**src/pkg/css_pkg.sv**
```systemverilog
package css_pkg;
  // internal timebase
  localparam int CLK_MHZ          = 125;
  localparam int STEP_NS          = 500;
  localparam int STEP_CYC         = (STEP_NS * CLK_MHZ + 999) / 1000;
  localparam int DEACT_CLK_US     = 12;
  localparam int DEACT_CLK_CYC    = DEACT_CLK_US * CLK_MHZ;
  localparam int RESET_REQUEST_IN_WINDOW_US  = 200;
  localparam int RESET_REQUEST_IN_WINDOW_CYC = RESET_REQUEST_IN_WINDOW_US * CLK_MHZ;
  localparam int DEBOUNCE_MS      = 8;
  localparam int DEBOUNCE_CYC     = DEBOUNCE_MS * 1000 * CLK_MHZ;
  localparam int POR_MS           = 8;
  localparam int POR_CYC          = POR_MS * 1000 * CLK_MHZ;
  localparam int CNT_W            = 24;
  // card clock ratio select encodings {hi,lo}
  localparam logic [1:0] RATIO_DIV8 = 2'h0;
  localparam logic [1:0] RATIO_DIV4 = 2'h1;
  localparam logic [1:0] RATIO_DIV1 = 2'h2;
  localparam logic [1:0] RATIO_DIV2 = 2'h3;

  typedef enum logic [3:0] {
    CSS_POR, CSS_STANDBY, CSS_SUPPLY_UP, CSS_IO_ON, CSS_CLK_ON, CSS_ACTIVE,
    CSS_DEACT_RST, CSS_DEACT_CLK, CSS_DEACT_IO, CSS_DEACT_SUPPLY
  } css_state_t;
endpackage

```
**src/css_sequencer.sv**
```systemverilog
`timescale 1ns/10ps
module css_sequencer
  import css_pkg::*;
#(
  parameter int DEBOUNCE_CYCLES = DEBOUNCE_CYC,
  parameter int POR_CYCLES      = POR_CYC
) (
  input  wire logic clk_i,
  input  wire logic rst_n_i,
  input  wire logic source_clock_in_i,
  input  wire logic clk_ratio_sel_hi_i,
  input  wire logic clk_ratio_sel_lo_i,
  input  wire logic session_cmd_n_i,
  input  wire logic reset_request_in_i,
  input  wire logic card_detect_in_i,
  input  wire logic undervoltage_lockout_i,
  input  wire logic regulator_input_supply_low_i,
  input  wire logic card_supply_ok_i,
  input  wire logic card_supply_fault_i,
  input  wire logic overtemp_i,
  input  wire logic pin_short_i,
  output logic      card_supply_en_o,
  output logic      card_io_en_o,
  output logic      card_aux_en_o,
  output logic      card_clock_out_o,
  output logic      card_reset_out_o,
  output logic      pin_current_limit_o,
  output logic      int_n_o
);

  // two-flop synchronisers: index 0 first stage, 1 second stage; ratio select goes through s_sel_meta then s_sel
  typedef struct packed {
    logic [1:0]  s_cmd_n;
    logic [1:0]  s_reset_request_in;
    logic [1:0]  s_card_detect_in;
    logic [1:0]  s_undervoltage_lockout;
    logic [1:0]  s_regulator_input_supply;
    logic [1:0]  s_vok;
    logic [1:0]  s_vflt;
    logic [1:0]  s_otp;
    logic [1:0]  s_short;
    logic [1:0]  s_srcclk;
    logic [1:0]  s_sel_meta;
    logic [1:0]  s_sel;
    logic        cmd_prev;
    logic        reset_request_in_prev;
    logic        src_prev;
    css_state_t  st;
    logic [CNT_W-1:0] cnt;
    logic [CNT_W-1:0] win;
    logic [CNT_W-1:0] deb;
    logic        card_ok;
    logic        reset_request_in_mode;
    logic        clk_run;
    logic [2:0]  div;
    logic        card_clock_out;
    logic        vcc;
    logic        io;
    logic        card_reset_out;
    logic        ilim;
    logic        int_n;
  } css_regs_t;

  css_regs_t r;
  css_regs_t next_r;

  // source rising edges per card clock half period, less one
  function automatic logic [2:0] half_div(input logic [1:0] sel);
    unique case (sel)
      RATIO_DIV8: half_div = 3'h3;
      RATIO_DIV4: half_div = 3'h1;
      RATIO_DIV2: half_div = 3'h0;
      RATIO_DIV1: half_div = 3'h0;
    endcase
  endfunction

  // ratio select asks for the undivided source clock
  function automatic logic is_div_one(input logic [1:0] sel);
    is_div_one = (sel == RATIO_DIV1);
  endfunction

  // controlled-clock window still open; the timer saturates at its end
  function automatic logic window_open(input logic [CNT_W-1:0] w);
    window_open = (w != CNT_W'(RESET_REQUEST_IN_WINDOW_CYC));
  endfunction

  logic fault;
  logic src_rise;
  logic src_fall;
  logic start_req;
  logic reset_request_in_fall;

  // fault summary; pin short is deliberately excluded
  always_comb begin
    fault = !r.s_card_detect_in[1] || r.s_undervoltage_lockout[1] || r.s_vflt[1] || r.s_regulator_input_supply[1]
            || r.s_otp[1];
    src_rise = r.s_srcclk[1] && !r.src_prev;
    src_fall = !r.s_srcclk[1] && r.src_prev;
    start_req = r.cmd_prev && !r.s_cmd_n[1];
    reset_request_in_fall = r.reset_request_in_prev && !r.s_reset_request_in[1];
  end

  // next-state logic
  always_comb begin
    next_r = r;
    next_r.s_cmd_n  = {r.s_cmd_n[0], session_cmd_n_i};
    next_r.s_reset_request_in  = {r.s_reset_request_in[0], reset_request_in_i};
    next_r.s_card_detect_in   = {r.s_card_detect_in[0], card_detect_in_i};
    next_r.s_undervoltage_lockout   = {r.s_undervoltage_lockout[0], undervoltage_lockout_i};
    next_r.s_regulator_input_supply   = {r.s_regulator_input_supply[0], regulator_input_supply_low_i};
    next_r.s_vok    = {r.s_vok[0], card_supply_ok_i};
    next_r.s_vflt   = {r.s_vflt[0], card_supply_fault_i};
    next_r.s_otp    = {r.s_otp[0], overtemp_i};
    next_r.s_short  = {r.s_short[0], pin_short_i};
    next_r.s_srcclk = {r.s_srcclk[0], source_clock_in_i};
    next_r.s_sel_meta = {clk_ratio_sel_hi_i, clk_ratio_sel_lo_i};
    next_r.s_sel      = r.s_sel_meta;
    next_r.cmd_prev   = r.s_cmd_n[1];
    next_r.reset_request_in_prev = r.s_reset_request_in[1];
    next_r.src_prev   = r.s_srcclk[1];
    next_r.ilim = r.s_short[1];

    // insertion debounce, removal clears at once
    if (!r.s_card_detect_in[1]) begin
      next_r.deb = '0;
      next_r.card_ok = 1'b0;
    end else if (!r.card_ok) begin
      if (r.deb == CNT_W'(DEBOUNCE_CYCLES - 1)) begin
        next_r.card_ok = 1'b1;
      end else begin
        next_r.deb = r.deb + 1'b1;
      end
    end

    // controlled-clock window timer from session start
    if (window_open(r.win)) begin
      next_r.win = r.win + 1'b1;
    end

    // card clock divider, 50% duty for divided ratios
    // a ratio change mid-run may stretch one phase before it settles
    if (!r.clk_run) begin
      next_r.card_clock_out = 1'b0;
      next_r.div = '0;
    end else if (is_div_one(r.s_sel)) begin
      next_r.card_clock_out = r.s_srcclk[1];
    end else if (src_rise) begin
      if (r.div == half_div(r.s_sel)) begin
        next_r.div = '0;
        next_r.card_clock_out = !r.card_clock_out;
      end else begin
        next_r.div = r.div + 1'b1;
      end
    end
    if (src_fall && is_div_one(r.s_sel)) begin
      next_r.card_clock_out = 1'b0;
    end

    // shared step counter; each timed state clears it on entry
    next_r.cnt = r.cnt + 1'b1;

    // session sequencing
    unique case (r.st)
      CSS_POR: begin
        next_r.int_n = 1'b0;
        if (r.cnt == CNT_W'(POR_CYCLES - 1)) begin
          next_r.st = CSS_STANDBY;
        end
      end
      CSS_STANDBY: begin
        next_r.vcc = 1'b0;
        next_r.io = 1'b0;
        next_r.card_reset_out = 1'b0;
        next_r.clk_run = 1'b0;
        // presence indication, dropped under host undervoltage
        next_r.int_n = r.card_ok && !r.s_undervoltage_lockout[1];
        // a start without a settled card, or with a fault, is ignored
        if (start_req && r.card_ok && !fault) begin
          next_r.reset_request_in_mode = r.s_reset_request_in[1];
          next_r.win = '0;
          next_r.vcc = 1'b1;
          next_r.st = CSS_SUPPLY_UP;
        end
      end
      CSS_SUPPLY_UP: begin
        // card signals stay low until supply is good
        if (r.s_vok[1]) begin
          next_r.io = 1'b1;
          next_r.cnt = '0;
          next_r.st = CSS_IO_ON;
        end
      end
      CSS_IO_ON: begin
        if (r.reset_request_in_mode) begin
          // clock starts on the falling edge of reset request
          if (reset_request_in_fall && window_open(r.win)) begin
            next_r.clk_run = 1'b1;
          end
          if (!window_open(r.win)) begin
            next_r.clk_run = 1'b1;
            next_r.st = CSS_ACTIVE;
          end
        end else if (r.cnt == CNT_W'(STEP_CYC - 1)) begin
          next_r.clk_run = 1'b1;
          next_r.cnt = '0;
          next_r.st = CSS_CLK_ON;
        end
      end
      CSS_CLK_ON: begin
        // second step before the reset path opens
        if (r.cnt == CNT_W'(STEP_CYC - 1)) begin
          next_r.st = CSS_ACTIVE;
        end
      end
      CSS_ACTIVE: begin
        // card reset now follows the request level
        next_r.card_reset_out = r.s_reset_request_in[1];
      end
      CSS_DEACT_RST: begin
        // reset held low while the clock runs out its delay
        next_r.card_reset_out = 1'b0;
        if (r.cnt == CNT_W'(DEACT_CLK_CYC - 1)) begin
          next_r.clk_run = 1'b0;
          next_r.st = CSS_DEACT_CLK;
        end
      end
      CSS_DEACT_CLK: begin
        next_r.io = 1'b0;
        next_r.st = CSS_DEACT_IO;
      end
      CSS_DEACT_IO: begin
        next_r.vcc = 1'b0;
        next_r.st = CSS_DEACT_SUPPLY;
      end
      CSS_DEACT_SUPPLY: begin
        // hold until host releases the command
        if (r.s_cmd_n[1]) begin
          next_r.st = CSS_STANDBY;
        end
      end
    endcase

    // session end by host or by fault
    if (r.st inside {CSS_SUPPLY_UP, CSS_IO_ON, CSS_CLK_ON, CSS_ACTIVE}) begin
      if (fault) begin
        next_r.int_n = 1'b0;
      end
      if (fault || r.s_cmd_n[1]) begin
        next_r.card_reset_out = 1'b0;
        next_r.cnt = '0;
        next_r.st = CSS_DEACT_RST;
      end
    end

    // a fault or removal while shutting down still drops the interrupt
    if (r.st inside {CSS_DEACT_RST, CSS_DEACT_CLK, CSS_DEACT_IO, CSS_DEACT_SUPPLY}) begin
      if (fault) begin
        next_r.int_n = 1'b0;
      end
    end
  end

  // state register
  always_ff @(posedge clk_i or negedge rst_n_i) begin
    if (!rst_n_i) begin
      r <= '{s_cmd_n: 2'h3, cmd_prev: 1'b1, st: CSS_POR, default: '0};
    end else begin
      r <= next_r;
    end
  end

  // outputs come straight from the state register
  assign card_supply_en_o    = r.vcc;
  assign card_io_en_o        = r.io;
  assign card_aux_en_o       = r.io;
  assign card_clock_out_o    = r.card_clock_out;
  assign card_reset_out_o    = r.card_reset_out;
  assign pin_current_limit_o = r.ilim;
  assign int_n_o             = r.int_n;

endmodule

```
**config.mk**
```make
export PLATFORM = sky130hd
export DESIGN_NAME = css_sequencer
export DESIGN_NICKNAME = d
export VERILOG_FILES = /design/src/pkg/css_pkg.sv /design/src/css_sequencer.sv
export SDC_FILE = /design/constraint.sdc
export NUM_CORES = 1
export LEC_CHECK = 0
export ABC_CLOCK_PERIOD_IN_PS = 3000
export BUFFER_PORTS_ARGS = -buffer_cell sky130_fd_sc_hd__clkbuf_2
export CAP_MARGIN = 20
export CORE_MARGIN = 2
export CORE_UTILIZATION = 50
export DETAILED_ROUTE_END_ITERATION = 10
export PLACE_DENSITY = 0.65
export SLEW_MARGIN = 20
export SYNTH_ARGS = -nofsm -noshare
export SYNTH_HDL_FRONTEND = slang
export SYNTH_SLANG_ARGS = --single-unit
```
**constraint.sdc**
```tcl
create_clock -name clk_i -period 3 [get_ports clk_i]
set_clock_uncertainty 0.15 [all_clocks]
set_input_delay 0.6 -clock clk_i [delete_from_list [all_inputs] [get_ports clk_i]]
set_output_delay 0.6 -clock clk_i [all_outputs]
set_load 0.1 [all_outputs]
```
==> flow_metrics.tcl <==
set metrics [dict create \
    syn_avg_cell_area_um2 9.91 \
    comb_power_share_pct 2.0 \
    cts-root-buf "clkbuf_8" \
    slew_headroom_pct 58.1 \
    routed_via_density 5.62 \
    max-vdd-ir-drop_mv 0.408 \
    finalPower_w 0.00376 \
    yosys.area.top_type "dfrtp_1" \
    cts_buffers 17 \
    stdcell_area_um2 6340 \
    path_clk_slew_ns 0.06 \
    ys_seq_area_share_pct 52.9 \
    status "complete, no violations" \
    cts_tree "done" \
    coreArea_um2 10700 \
    synth.area.top_cells "dfrtp_1 51%, nor2_1 5.2%, xnor2_1 5.0%" \
    grt_pass1_vias 4034 \
    critPathTopFamily "simple AND/OR/NAND/NOR gates" \
    routedWlPerCell_um 15.0 \
    fin_crit_ns 2.50 \
    rsz0062_at_grt "false" \
    postRouteAntennaNets 0 \
    syn_area_um2 5450 \
    synth_common_cells "112 x dfrtp_1, 76 x nor2_1, 38 x nand2_1" \
    max_cap_violations 0 \
    intPower_w 0.00297 \
    overflow 0 \
    clock-sinks 115 \
    grtUsageTotal_pct 20.8 \
    cp-end-kind "register" \
    drt-pass1-iter-count 5 \
    cts_buffer_depth 2 \
    critPathLaunchType "register" \
    path_class "reg -> reg" \
    drt_iter0_drc 333 \
    netlist_instances 550 \
    path_buf_inv 1 \
    synth-edff-count 0 \
    routabilityCongestion 0.813 \
    whs_ns 0.0326 \
    clkPwrFrac_pct 55.7 \
    drc 0 \
    drv_slew 0 \
    yosysUniqueCellTypes 58 \
    synth_ff_type "dfrtp_1" \
    multi_input_area_um2 2420 \
    crit_slowest_cell "dfrtp_1" \
    seq_area_um2 2880 \
    period_share_pct 83.2 \
    htree_num_levels 4 \
    grt_max_degree 51 \
    start_util_pct 50.7 \
    grt_pass1_wl_mm 18.9 \
    hold_class "in -> reg" \
    die_w_um 108 \
    drt_wl_total_mm 11.0 \
    worstPathRequired_ns 3.25 \
    crit_path_start "r[110]" \
    io_pins 21 \
    async_flop_share_pct 100 \
    cts_resized 0 \
    nNetsFinal 597 \
    p_sw_w 0.000790 \
    pwr-share-seq_pct 42.3 \
    path_cells "or4b_4 > or4_4 > nor3_4 > buf_4 > nor2_1" \
    place_area_um2 5700 \
    r2r_start "r[110]" \
    clk_latency_ns 0.53 \
    setup-tns-final_ns 0 \
    powerDensity_nw_per_um2 592 \
    post-synth-top-area-fraction_pct 51.4 \
    p_sw_share_pct 21.0 \
    yosysWarnings 0 \
    dieArea_um2 11700 \
    setup_violations 0 \
    antenna_found_initial 0 \
    worstPathArrival_ns 2.74 \
    p_leak_nw 2.69 \
    hold_violations 0 \
    cpPeakStageDelay_ns 0.54 \
    fp.dieH_um 108 \
    syn2layout_area_growth_pct 16.4 \
    max_freq_ghz 0.401 \
    io_buffers 20 \
    crit_path_max_fanout 24 \
    synth.most_common_cell "dfrtp_1" \
    max_slew.worst_pin.slew_ns 0.628 \
    num_vias 4102 \
    drive_above_1_share_pct 11.9 \
    dpl.hpwl_mm 7.07 \
    antenna_cells 0 \
    nFillCells 908 \
    rows 38 \
    synth_fp_nets 570 \
    synth_seq_cells 115 \
    hold_path.startpoint "clk_ratio_sel_lo_i" \
    final_core_util_pct 59.0 \
]
==> worst paths after layout <==
path / to / slack [ns] / depth (start not counted)
min in group asynchronous: r[12] / 0.47 / 2
max in group asynchronous: r[15] / 1.51 / 3
max reg2reg: r[36] / 0.50 / 5
min reg2reg: r[91] / 0.20 / 0
min: next_r[91] / 0.03 / 1
max: r[36] / 0.50 / 5
==> flip-flops by register name, summed over array words and instances, names as in the netlist <==
register             count
card_aux_en_o            1
card_clock_out_o         1
card_reset_out_o         1
card_supply_en_o         1
int_n_o                  1
next_r                  16
pin_current_limit_o      1
r                       93
==> power groups by stage <==
| stage | Sequential (W) | Clock [W] | Combinational, W |
|---|---|---|---|
| 3_5_place_dp | 0.00162 | 0 | 0.0000730 |
| 3_3_place_gp | 0.00162 | 0 | 0.0000722 |
| 5_1_grt | 0.00159 | 0.00222 | 0.0000848 |
| 6_report | 0.00159 | 0.00209 | 0.0000733 |
| 4_1_cts | 0.00159 | 0.00214 | 0.0000757 |
| 2_1_floorplan | 0.00162 | 0 | 0.0000206 |
==> worst reg2reg max path, cell delays in order (launching register included) <==
cell	delay, ns
dfrtp_1	0.54
or4b_4	0.53
or4_4	0.53
nor3_4	0.23
buf_4	0.30
nor2_1	0.09
==> placed cells by master, fill, tap and decap left out, drive strengths merged, types with 4 or more instances in the layout <==
cell type / netlist / layout
dfrtp: 112 / 112
nor2: 76 / 76
nand2: 38 / 38
clkbuf: 16 / 38
xnor2: 31 / 31
nand3: 30 / 30
a21oi: 22 / 22
xor2: 20 / 20
o21ai: 20 / 20
inv: 18 / 20
nor3: 18 / 18
nor4: 17 / 17
nand4: 16 / 16
and3: 13 / 13
or3: 9 / 9
nand2b: 8 / 8
o31ai: 7 / 7
or4: 7 / 7
buf: 5 / 7
and4: 6 / 6
ha: 6 / 6
nand3b: 5 / 5
o211ai: 5 / 5
clkinv: 0 / 5
and2: 4 / 4
bufinv: 0 / 4
==> cells by family after synthesis <==
group / Yosys count / share of synthesized area, %
AOI/OAI and AO/OA: 72 / 8.29
xor gates and xnor gates: 51 / 8.20
adders and majority gates: 7 / 1.56
buffers and inverters: 39 / 2.92
DFF: 115 / 52.9
muxes: 4 / 0.758
and+or+nand+nor: 262 / 25.4
==> routing by layer <==
metal  track usage [%]  part of all wire, %
met5                 0                    0
met4              8.61                  1.1
met3              6.03                  3.5
met2              32.9                   48
met1              26.9                   47
==> metrics by stage <==
step / worst slack [ns] / cells
floorplan: 0.685 / 550
global placement: 0.541 / 695
detailed placement: 0.499 / 695
CTS: 0.464 / 729
global route: 0.369 / 730
finish: 0.505 / 730
==> cell type report <==
type | count | area share, %
Clock inverter | 13 | 2.86
Tap cell | 140 | 2.76
Timing Repair Buffer | 29 | 3.00
Clock buffer | 19 | 6.80
Multi-Input combinational cell | 396 | 38.1
Inverter | 18 | 1.07
Sequential cell | 115 | 45.4
==> repair_timing <==
action	CTS	global route
hold buffers	2	1
endpoints found under the hold margin	40	1
setup buffers	0	0
No activity file was read; power rests on OpenSTA's default activity.
